### src/rtl/ctt_cfg.svh
// What this block does
// RULE1: True conditional trap enters trap, no delay slot
// RULE2: False conditional trap acts as no-operation
// RULE3: Trap-type field gets trap number plus 128
// RULE4: Trap number is low seven bits of sum
// RULE5: Trap entry: disable, save state, load base
// RULE6: Return bumps window, forms address, then checks
// RULE7: Return with traps enabled raises illegal trap
// RULE8: Return errors cause reset trap, error mode
// RULE9: Clean return enables traps, restores supervisor bit
// RULE10: Integer codes 1000-1111 test listed conditions
// RULE11: Integer 0000 never, 0001 equal, others listed
// RULE12: Float codes 0000-0111 test listed relations
// RULE13: Float codes 1000-1111 test listed relations
// RULE14: Coprocessor codes 0000-0111 match listed values
// RULE15: Coprocessor codes 1000-1111 match listed values
// RULE16: Call uses word displacement, links into r15
// RULE17: Jump-and-link is indirect, links current PC
// RULE18: Save decrements window, adds across windows
// RULE19: Restore increments window, adds across windows
// RULE20: Save/restore check new window against mask
// RULE21: Delay slot runs before target or sequentially
// RULE22: Each non-trapping instruction moves next-PC into PC
// RULE23: Taken integer branch targets PC+4+displacement
// RULE24: Annul bit drops slot when untaken or always
// RULE25: Annulled slot changes nothing, never traps
// RULE26: Window pointer wraps modulo window count
`ifndef CTT_CFG_SVH
`define CTT_CFG_SVH

// ----------------------------------------
// Geometry
// ----------------------------------------
`define CTT_NWIN 8
`define CTT_WP_W 3
`define CTT_XLEN 32

// ----------------------------------------
// Reset values
// ----------------------------------------
`define CTT_RESET_PC 32'h0000_0000
`define CTT_RESET_NPC 32'h0000_0004
`define CTT_RESET_WP 3'h0

// ----------------------------------------
// Constants of the transfer logic
// ----------------------------------------
`define CTT_PC_STEP 32'h0000_0004
`define CTT_SW_TRAP_OFFSET 8'h80
`define CTT_TT_ILLEGAL 8'h02
`define CTT_TT_WIN_OVERFLOW 8'h05
`define CTT_TT_WIN_UNDERFLOW 8'h06
`define CTT_TT_RESET 8'h00
`define CTT_REG_CALL_LINK 5'h0F
`define CTT_REG_TRAP_PC 5'h11
`define CTT_REG_TRAP_NPC 5'h12
`define CTT_COND_ALWAYS 4'h8

// ----------------------------------------
// Trap base register fields
// ----------------------------------------
`define CTT_TBR_BASE_W 20
`define CTT_TBR_TT_W 8
`define CTT_TBR_ZERO 4'h0

`endif

### src/rtl/ctt_pkg.sv
`include "ctt_cfg.svh"
package ctt_pkg;

   typedef enum logic [3:0] {
      OP_OTHER,
      OP_INT_BRANCH,
      OP_FLOAT_BRANCH,
      OP_COPROC_BRANCH,
      OP_CALL,
      OP_JUMP_LINK,
      OP_RETURN_TRAP,
      OP_COND_TRAP,
      OP_SAVE_WIN,
      OP_RESTORE_WIN
   } ctt_op_t;

   typedef enum logic [1:0] {
      CC_INT,
      CC_FLOAT,
      CC_COPROC
   } ctt_cc_class_t;

   typedef struct packed {
      logic valid;
      ctt_op_t op;
      logic [3:0] cond;
      logic annul;
      logic imm_sel;
      logic [12:0] signed_immediate;
      logic [29:0] disp;
      logic [4:0] rd;
   } ctt_instr_t;

   typedef struct packed {
      logic n;
      logic z;
      logic v;
      logic c;
   } ctt_icc_t;

   typedef struct packed {
      logic we;
      logic [`CTT_WP_W-1:0] win;
      logic [4:0] idx;
      logic [`CTT_XLEN-1:0] data;
   } ctt_rf_wr_t;

endpackage

### src/rtl/ctt_unit.sv
`timescale 1ns/100ps
`include "ctt_cfg.svh"
module ctt_unit
   import ctt_pkg::*;
(
   // Clock and reset
   input wire logic clk,
   input wire logic rst_n,
   // Instruction at execute
   input wire ctt_instr_t instr,
   output logic instr_ready,
   // Operands from the register file
   input wire logic [`CTT_XLEN-1:0] first_source,
   input wire logic [`CTT_XLEN-1:0] second_source,
   // Condition codes
   input wire ctt_icc_t icc,
   input wire logic [1:0] fcc,
   input wire logic [1:0] ccc,
   // Configuration
   input wire logic [`CTT_NWIN-1:0] invalid_window_mask,
   input wire logic [`CTT_TBR_BASE_W-1:0] trap_base_addr,
   // Program counters
   output logic [`CTT_XLEN-1:0] pc,
   output logic [`CTT_XLEN-1:0] next_pc,
   // Processor state
   output logic [`CTT_WP_W-1:0] window_pointer,
   output logic trap_enable_bit,
   output logic supervisor_bit,
   output logic prior_supervisor_bit,
   output logic [`CTT_XLEN-1:0] trap_base_reg,
   output logic error_mode,
   output logic annul_pending,
   // Register file writes
   output ctt_rf_wr_t wr_a,
   output ctt_rf_wr_t wr_b,
   // Events
   output logic trap_taken,
   output logic illegal_trap,
   output logic window_overflow,
   output logic window_underflow,
   output logic reset_trap
);

   // ----------------------------------------
   // Operand and target arithmetic
   // ----------------------------------------
   logic [`CTT_TBR_TT_W-1:0] trap_type_field;

   wire fire = instr.valid & ~error_mode;
   wire [`CTT_XLEN-1:0] imm_ext = {{19{instr.signed_immediate[12]}}, instr.signed_immediate};
   wire [`CTT_XLEN-1:0] operand2 = instr.imm_sel ? imm_ext : second_source; // RULE4 RULE17
   wire [`CTT_XLEN-1:0] src_sum = first_source + operand2;
   wire [`CTT_XLEN-1:0] disp22_ext = {{10{instr.disp[21]}}, instr.disp[21:0]};
   wire [`CTT_XLEN-1:0] branch_target = pc + `CTT_PC_STEP + disp22_ext; // RULE23
   wire [`CTT_XLEN-1:0] call_target = pc + {instr.disp, 2'b00}; // RULE16
   wire [`CTT_XLEN-1:0] seq_npc = next_pc + `CTT_PC_STEP; // RULE22
   wire [`CTT_TBR_TT_W-1:0] sw_trap_type = `CTT_SW_TRAP_OFFSET | {1'b0, src_sum[6:0]}; // RULE3 RULE4

   // ----------------------------------------
   // Condition evaluation
   // ----------------------------------------
   ctt_cc_class_t cc_class;
   logic cond_true;

   assign cc_class = (instr.op == OP_FLOAT_BRANCH) ? CC_FLOAT :
                     (instr.op == OP_COPROC_BRANCH) ? CC_COPROC : CC_INT;

   ctt_cond_eval u_cond (
      .cls(cc_class),
      .cond(instr.cond),
      .icc(icc),
      .fcc(fcc),
      .ccc(ccc),
      .cond_true(cond_true)
   );

   wire is_branch = (instr.op == OP_INT_BRANCH) | (instr.op == OP_FLOAT_BRANCH) |
                    (instr.op == OP_COPROC_BRANCH);
   wire branch_always = (instr.cond == `CTT_COND_ALWAYS);
   wire taken = is_branch & cond_true;
   // Taken conditional branches keep their slot even when annul is set
   wire annul_slot = is_branch & instr.annul & (~taken | branch_always); // RULE24

   // ----------------------------------------
   // Window pointer stepping
   // ----------------------------------------
   logic [`CTT_WP_W-1:0] wp_down;
   logic [`CTT_WP_W-1:0] wp_up;
   logic down_invalid;
   logic up_invalid;

   ctt_win_step u_win_down (
      .wp(window_pointer),
      .step_up(1'b0),
      .invalid_window_mask(invalid_window_mask),
      .new_wp(wp_down),
      .new_invalid(down_invalid)
   );

   ctt_win_step u_win_up (
      .wp(window_pointer),
      .step_up(1'b1),
      .invalid_window_mask(invalid_window_mask),
      .new_wp(wp_up),
      .new_invalid(up_invalid)
   );

   // Return checks are made against the already incremented window
   wire return_from_trap_bad = ~supervisor_bit | up_invalid | (src_sum[1:0] != 2'b00); // RULE6 RULE8

   // ----------------------------------------
   // Next state
   // ----------------------------------------
   logic [`CTT_XLEN-1:0] next_pc_reg;
   logic [`CTT_XLEN-1:0] next_next_pc;
   logic [`CTT_WP_W-1:0] next_window_pointer;
   logic next_trap_enable_bit;
   logic next_supervisor_bit;
   logic next_prior_supervisor_bit;
   logic [`CTT_TBR_TT_W-1:0] next_trap_type_field;
   logic next_error_mode;
   logic next_annul_pending;
   ctt_rf_wr_t next_wr_a;
   ctt_rf_wr_t next_wr_b;
   logic next_trap_taken;
   logic next_illegal_trap;
   logic next_window_overflow;
   logic next_window_underflow;
   logic next_reset_trap;
   logic enter_trap;
   logic [`CTT_TBR_TT_W-1:0] enter_type;
   logic [`CTT_XLEN-1:0] trap_pc;

   assign trap_pc = {trap_base_addr, enter_type, `CTT_TBR_ZERO};
   assign instr_ready = ~error_mode;

   // Classify the instruction: whether it traps and with which trap type
   always_comb begin
      enter_trap = 1'b0;
      enter_type = trap_type_field;
      next_illegal_trap = 1'b0;
      next_window_overflow = 1'b0;
      next_window_underflow = 1'b0;
      next_reset_trap = 1'b0;
      if (fire && !annul_pending) begin // RULE25
         unique case (instr.op)
            OP_COND_TRAP: begin
               if (cond_true) begin // RULE1 RULE2
                  enter_trap = 1'b1;
                  enter_type = sw_trap_type; // RULE3
               end
            end
            OP_SAVE_WIN: begin
               if (down_invalid) begin // RULE20
                  enter_trap = 1'b1;
                  enter_type = `CTT_TT_WIN_OVERFLOW;
                  next_window_overflow = 1'b1;
               end
            end
            OP_RESTORE_WIN: begin
               if (up_invalid) begin // RULE20
                  enter_trap = 1'b1;
                  enter_type = `CTT_TT_WIN_UNDERFLOW;
                  next_window_underflow = 1'b1;
               end
            end
            OP_RETURN_TRAP: begin
               if (trap_enable_bit) begin // RULE7
                  enter_trap = 1'b1;
                  enter_type = `CTT_TT_ILLEGAL;
                  next_illegal_trap = 1'b1;
               end else if (return_from_trap_bad) begin // RULE8
                  enter_type = `CTT_TT_RESET;
                  next_reset_trap = 1'b1;
               end
            end
            OP_OTHER, OP_INT_BRANCH, OP_FLOAT_BRANCH, OP_COPROC_BRANCH,
            OP_CALL, OP_JUMP_LINK: begin
               enter_trap = 1'b0;
            end
         endcase
      end
   end

   // Update the architectural state
   always_comb begin
      next_pc_reg = pc;
      next_next_pc = next_pc;
      next_window_pointer = window_pointer;
      next_trap_enable_bit = trap_enable_bit;
      next_supervisor_bit = supervisor_bit;
      next_prior_supervisor_bit = prior_supervisor_bit;
      next_trap_type_field = trap_type_field;
      next_error_mode = error_mode;
      next_annul_pending = annul_pending;
      next_wr_a = '0;
      next_wr_b = '0;
      next_trap_taken = 1'b0;
      if (fire) begin
         // Default ending: next-PC moves into PC, next-PC steps on
         next_pc_reg = next_pc; // RULE21 RULE22
         next_next_pc = seq_npc; // RULE22
         next_annul_pending = 1'b0;
         if (annul_pending) begin
            next_annul_pending = 1'b0; // RULE25
         end else if (enter_trap) begin
            next_trap_taken = 1'b1;
            next_trap_enable_bit = 1'b0; // RULE5
            next_prior_supervisor_bit = supervisor_bit; // RULE5
            next_window_pointer = wp_down; // RULE5
            next_wr_a = '{we: 1'b1, win: wp_down, idx: `CTT_REG_TRAP_PC, data: pc}; // RULE5
            next_wr_b = '{we: 1'b1, win: wp_down, idx: `CTT_REG_TRAP_NPC, data: next_pc};
            next_supervisor_bit = 1'b1; // RULE5
            next_trap_type_field = enter_type; // RULE3
            // Trap entry is not delayed: the slot never runs
            next_pc_reg = trap_pc; // RULE1 RULE5
            next_next_pc = trap_pc + `CTT_PC_STEP; // RULE5
         end else if (next_reset_trap) begin
            // Processor stops; the architectural counters are frozen
            next_error_mode = 1'b1; // RULE8
            next_trap_type_field = enter_type;
            next_pc_reg = pc;
            next_next_pc = next_pc;
         end else begin
            unique case (instr.op)
               OP_INT_BRANCH, OP_FLOAT_BRANCH, OP_COPROC_BRANCH: begin
                  if (taken) begin
                     next_next_pc = branch_target; // RULE21 RULE23
                  end
                  next_annul_pending = annul_slot; // RULE24
               end
               OP_CALL: begin
                  next_wr_a = '{we: 1'b1, win: window_pointer,
                                idx: `CTT_REG_CALL_LINK, data: pc}; // RULE16
                  next_next_pc = call_target; // RULE16
               end
               OP_JUMP_LINK: begin
                  next_wr_a = '{we: 1'b1, win: window_pointer, idx: instr.rd, data: pc}; // RULE17
                  next_next_pc = src_sum; // RULE17
               end
               OP_SAVE_WIN: begin
                  next_window_pointer = wp_down; // RULE18
                  next_wr_a = '{we: 1'b1, win: wp_down, idx: instr.rd, data: src_sum}; // RULE18
               end
               OP_RESTORE_WIN: begin
                  next_window_pointer = wp_up; // RULE19
                  next_wr_a = '{we: 1'b1, win: wp_up, idx: instr.rd, data: src_sum}; // RULE19
               end
               OP_RETURN_TRAP: begin
                  next_window_pointer = wp_up; // RULE6
                  next_trap_enable_bit = 1'b1; // RULE9
                  next_supervisor_bit = prior_supervisor_bit; // RULE9
                  next_next_pc = src_sum; // RULE9
               end
               OP_COND_TRAP, OP_OTHER: begin
                  next_annul_pending = 1'b0; // RULE2
               end
            endcase
         end
      end
   end

   // ----------------------------------------
   // State registers
   // ----------------------------------------
   always_ff @(posedge clk or negedge rst_n) begin
      if (!rst_n) begin
         pc <= `CTT_RESET_PC;
         next_pc <= `CTT_RESET_NPC;
         window_pointer <= `CTT_RESET_WP;
         trap_enable_bit <= 1'b0;
         supervisor_bit <= 1'b1;
         prior_supervisor_bit <= 1'b1;
         trap_type_field <= '0;
         error_mode <= 1'b0;
         annul_pending <= 1'b0;
      end else begin
         pc <= next_pc_reg;
         next_pc <= next_next_pc;
         window_pointer <= next_window_pointer;
         trap_enable_bit <= next_trap_enable_bit;
         supervisor_bit <= next_supervisor_bit;
         prior_supervisor_bit <= next_prior_supervisor_bit;
         trap_type_field <= next_trap_type_field;
         error_mode <= next_error_mode;
         annul_pending <= next_annul_pending;
      end
   end

   // Output registers: writes, one-cycle events and the trap base register
   always_ff @(posedge clk or negedge rst_n) begin
      if (!rst_n) begin
         wr_a <= '0;
         wr_b <= '0;
         trap_taken <= 1'b0;
         illegal_trap <= 1'b0;
         window_overflow <= 1'b0;
         window_underflow <= 1'b0;
         reset_trap <= 1'b0;
         trap_base_reg <= '0;
      end else begin
         wr_a <= next_wr_a;
         wr_b <= next_wr_b;
         trap_taken <= next_trap_taken;
         illegal_trap <= next_illegal_trap;
         window_overflow <= next_window_overflow;
         window_underflow <= next_window_underflow;
         reset_trap <= next_reset_trap;
         trap_base_reg <= {trap_base_addr, next_trap_type_field, `CTT_TBR_ZERO};
      end
   end

endmodule

### src/rtl/ctt_cond_eval.sv
`timescale 1ns/100ps
`include "ctt_cfg.svh"
module ctt_cond_eval
   import ctt_pkg::*;
(
   // Selection
   input wire ctt_cc_class_t cls,
   input wire logic [3:0] cond,
   // Condition sources
   input wire ctt_icc_t icc,
   input wire logic [1:0] fcc,
   input wire logic [1:0] ccc,
   // Result
   output logic cond_true
);

   logic low_int;
   logic [3:0] rel_mask;
   wire [1:0] rel_val = (cls == CC_FLOAT) ? fcc : ccc;
   wire low_rel = rel_mask[rel_val];
   wire low_true = (cls == CC_INT) ? low_int : low_rel;

   // Upper half of every table is the complement of the lower half
   assign cond_true = low_true ^ cond[3]; // RULE10 RULE13 RULE15

   always_comb begin
      unique case (cond[2:0])
         3'h0: low_int = 1'b0; // RULE11
         3'h1: low_int = icc.z; // RULE11
         3'h2: low_int = icc.z | (icc.n ^ icc.v); // RULE11
         3'h3: low_int = icc.n ^ icc.v;
         3'h4: low_int = icc.c | icc.z; // RULE11
         3'h5: low_int = icc.c;
         3'h6: low_int = icc.n;
         3'h7: low_int = icc.v;
      endcase
   end

   // Float values 0..3 are equal, less, greater, unordered; the
   // coprocessor value table happens to share the same masks
   always_comb begin
      unique case (cond[2:0])
         3'h0: rel_mask = 4'h0; // RULE12 RULE14
         3'h1: rel_mask = 4'hE;
         3'h2: rel_mask = 4'h6;
         3'h3: rel_mask = 4'hA;
         3'h4: rel_mask = 4'h2;
         3'h5: rel_mask = 4'hC;
         3'h6: rel_mask = 4'h4;
         3'h7: rel_mask = 4'h8;
      endcase
   end

endmodule

### src/rtl/ctt_win_step.sv
`timescale 1ns/100ps
`include "ctt_cfg.svh"
module ctt_win_step
   import ctt_pkg::*;
(
   // Request
   input wire logic [`CTT_WP_W-1:0] wp,
   input wire logic step_up,
   input wire logic [`CTT_NWIN-1:0] invalid_window_mask,
   // Result
   output logic [`CTT_WP_W-1:0] new_wp,
   output logic new_invalid
);

   localparam logic [`CTT_WP_W-1:0] LAST_WIN = `CTT_WP_W'(`CTT_NWIN - 1);
   localparam logic [`CTT_WP_W-1:0] ONE_WIN = `CTT_WP_W'(1);

   wire [`CTT_WP_W-1:0] up_wp = (wp == LAST_WIN) ? '0 : wp + ONE_WIN; // RULE26
   wire [`CTT_WP_W-1:0] down_wp = (wp == '0) ? LAST_WIN : wp - ONE_WIN; // RULE26

   assign new_wp = step_up ? up_wp : down_wp;
   assign new_invalid = invalid_window_mask[new_wp]; // RULE20

endmodule

### config.mk
export PLATFORM = sky130hd
export DESIGN_NAME = ctt_unit
export DESIGN_NICKNAME = d
export VERILOG_FILES = /design/src/rtl/ctt_pkg.sv /design/src/rtl/ctt_unit.sv /design/src/rtl/ctt_cond_eval.sv /design/src/rtl/ctt_win_step.sv
export VERILOG_INCLUDE_DIRS = /design/src /design/src/rtl
export SDC_FILE = /design/constraint.sdc
export NUM_CORES = 1
export LEC_CHECK = 0
export ABC_AREA = 1
export BUFFER_PORTS_ARGS = -buffer_cell sky130_fd_sc_hd__buf_2
export CORE_ASPECT_RATIO = 2
export CORE_MARGIN = 5
export CORE_UTILIZATION = 45
export CTS_CLUSTER_DIAMETER = 100
export DETAILED_ROUTE_END_ITERATION = 10
export PLACE_DENSITY_LB_ADDON = 0.3
export SLEW_MARGIN = 25
export SYNTH_ARGS = -nofsm -noshare
export SYNTH_HDL_FRONTEND = slang
export SYNTH_SLANG_ARGS = --single-unit
### constraint.sdc
create_clock -name clk -period 3.5 [get_ports clk]
set_input_delay 0.175 -clock clk [delete_from_list [all_inputs] [get_ports clk]]
set_output_delay 0.175 -clock clk [all_outputs]
set_load 0.02 [all_outputs]
==> results.toml <==
[grt]
grt_antenna_before_repair = 3
gr-total-overflow = 0
via_count_of_the_first_global_routing_pass = 19865
wire_length_of_the_first_global_routing_pass_um = 117800
groute.usage.overall = 0.3783
grt_max_degree = 86

[power_and_ir_drop]
share_of_total_power_in_sequential_cells = 0.317
netSwitchingFraction = 0.4341
leakagePower_uw = 0.01084
combinationalPowerShare = 0.394
power_density_mw_per_mm2 = 359.4
fin_total_pwr_uw = 7226
intPower_uw = 4090
total_switching_power_uw = 3137
power.clock.fraction = 0.289
max_vdd_drop_mv = 0.3975

[cells_and_area]
areaGrowthSynthToFinish_pct = 21.34
nNetsFinal = 3241
postLayoutCoreUtil = 0.5522
largest_register_ffs = 41
reg.largest.list = "wr_a (41), wr_b (36)"
largest-register = "wr_a"
final_cell_mix = "nand2_1, buf_2, inv_1"
mostFrequentLayoutCell = "nand2_1"
post_route_cells_drive_above_1_share = 0.1821

[cts]
clk_root_buffer_cell = "clkbuf_16"
clk-insertion-delay-late_ns = 0.47
cts_max_level = 4
cts.path.max_buffers = 2
numCtsBuffers = 17
cts.sink_count = 181
post-cts-setup-buffer-count = 0
clock_tree_from_tritoncts = "built"
clk_pin_slew_ns = 0.09

[critical_path]
setup.worst_path.class = "reg2reg"
end_kind = "register"
worst_ep_arrival_time_ns = 3.72
cp-start-kind = "register"
critPathMaxFanout = 20
crit_required_ns = 3.82

[hold_path]
worst_hold_path_type = "in2reg"

[place]
gp_congestion = 1.006
io_buffer_count = 345
half_perimeter_wire_length_after_detailed_placement_um = 66100

[floorplanning]
initial_utilization = 0.4551
ios = 353
die_area_mm2 = 0.04100
die_y_um = 281.4
die_width_um = 145.7
std_cell_rows = 99
core_region_area_mm2 = 0.03642

[logic_synthesis]
synth_largest_type_area_fraction = 0.2688
synth_warnings = 0
ys_ff_latch = 181
syn_area_mm2 = 0.01657
syn_area_cell_um2 = 6.512
synth_area_leader_cell = "dfrtp_1"
netlist_instances = 2545
synth_seq_area_share = 0.2735
yosys-top-cells-area = "dfrtp_1, nand2_1, ha_1"
distinct_cell_type_count_after_synthesis = 52

[routing]
drc = 0
detailedRoute.firstPassIterationCount = 8
drt_iter0_drc = 1569
drt_wirelength_um = 80680
route.vias.total = 19828
wl_per_cell_um = 23.62
detail_route.vias_per_cell = 5.806
residual_antenna_violating_net_count_after_detailed_routing = 0

[sta]
final_period_minus_worst_setup_slack_ns = 3.399
final_min_period_over_clock_period = 0.9712
max-slew-margin-rel = 0.5164
setup-violations-final = 0
tightest_slew_ns = 0.7178
max_freq_mhz = 294.2
clock_skew_ns = 0.02427
finalHoldViolCount = 0
timing_max_transition_violations_final = 0

[flow_run]
maxCapViolations = 0

[status]
status = "completed"
-- cell families after synthesis --
kind of cell    Yosys count  share of synthesized area
compound gates          458                     0.1524
flops                   181                     0.2735
fa+ha+maj               133                     0.1018
mux                      12                   0.008154
buf+inv                 414                     0.1008
other cells               1                  0.0002263
xor+xnor                 54                    0.02854
simple gates           1292                     0.3346
-- synthesized netlist by cell type (all sizes together) --
cell type / n
or2: 18
nand3: 249
and2: 2
a22oi: 11
a21o: 9
dfrtp: 178
nand2: 620
nor3: 37
o21bai: 16
conb: 1
inv: 339
nand4: 44
clkbuf: 33
ha: 130
buf: 41
xor2: 36
mux2: 12
o211ai: 14
fa: 3
o21a: 6
o21ai: 192
xnor2: 18
o22ai: 17
and3b: 1
a21boi: 4
clkinv: 1
nand3b: 12
a31oi: 5
a21oi: 178
a211oi: 2
and3: 1
dfstp: 3
o221ai: 1
a311oi: 3
nor4: 8
nor2: 300
-- per-stage QoR --
stage                     setup TNS [ns]  area, µm²  cells  setup WS [ns]  hold WS [ns]
after floorplan                        0      16590   2551         0.7246       -0.1206
after global placement           -0.9431      19140   3355        -0.2445        0.1937
after CTS                              0      20050   3413       0.003654       0.03186
after global routing            -0.02351      20110   3414       -0.01964       0.06679
final                                  0      20110   3415         0.1008       0.04562
after detailed placement         -0.8758      19140   3355        -0.2212        0.1985
-- layout make-up --
cell class,count,area (µm²)
Timing Repair Buffer,451,2666
Sequential cell,181,4534
Fill cell,3717,16310
Multi-Input combinational cell,1956,10430
Inverter,340,1286
Clock buffer,17,425.4
Clock inverter,15,196.4
Tap cell,454,568.0
Antenna cell,1,2.502
-- worst max-delay path, stage by stage, from the launching register on --
cell and delay [ns]:
dfrtp_2 0.47, inv_1 0.13, ha_1 0.21, nand2_1 0.09
nand2_1 0.22, o211ai_1 0.26, nand3_1 0.15, nand3_1 0.21
nand3_1 0.20, nand3_4 0.23, inv_2 0.13, buf_6 0.19
nand2_1 0.15, o21ai_0 0.11, buf_4 0.14, nand2_1 0.19
o21ai_0 0.14
-- repair_timing --
item | in CTS | in global routing
hold buffers | 26 | 0
resized for setup | 5 | 13
cloned | 0 | 1
endpoints found under the setup margin | 13 | 43
hold endpoints to repair | 88 | 0
-- power by group through the flow --
stage	sequential [µW]	clock, µW	combinational (µW)
5_1_grt	2290	2170	3110
6_report	2290	2090	2850
2_1_floorplan	2370	0	1610
4_1_cts	2280	2100	2790
3_5_place_dp	2330	0	2750
3_3_place_gp	2330	0	2740
-- layer usage --
layer | vias to the layer above | track usage | part of all wire
met4 | 2 | 0.3361 | 0.11
met3 | 351 | 0.05339 | 0.060
met1 | 9220 | 0.3617 | 0.32
met5 | - | 0 | 0.00025
li1 | 9184 | - | -
met2 | 1071 | 0.6950 | 0.51
-- final timing paths --
path | start | end | slack, ns | cells past startpoint
worst max-delay path | window_pointer[0]$_DFFE_PN0P_ | pc[18]$_DFFE_PN0P_ | 0.10 | 16
worst min-delay path | instr[49] | annul_pending$_DFFE_PN0P_ | 0.05 | 3
worst max register to register | window_pointer[0]$_DFFE_PN0P_ | pc[18]$_DFFE_PN0P_ | 0.10 | 16
worst min register to register | next_pc[2]$_DFFE_PN1P_ | next_pc[2]$_DFFE_PN1P_ | 0.52 | 2
max in group asynchronous | rst_n | window_pointer[0]$_DFFE_PN0P_ | 2.23 | 3
min in group asynchronous | rst_n | wr_a[20]$_DFF_PN0_ | 0.25 | 2
No activity file was read; power rests on OpenSTA's default activity.
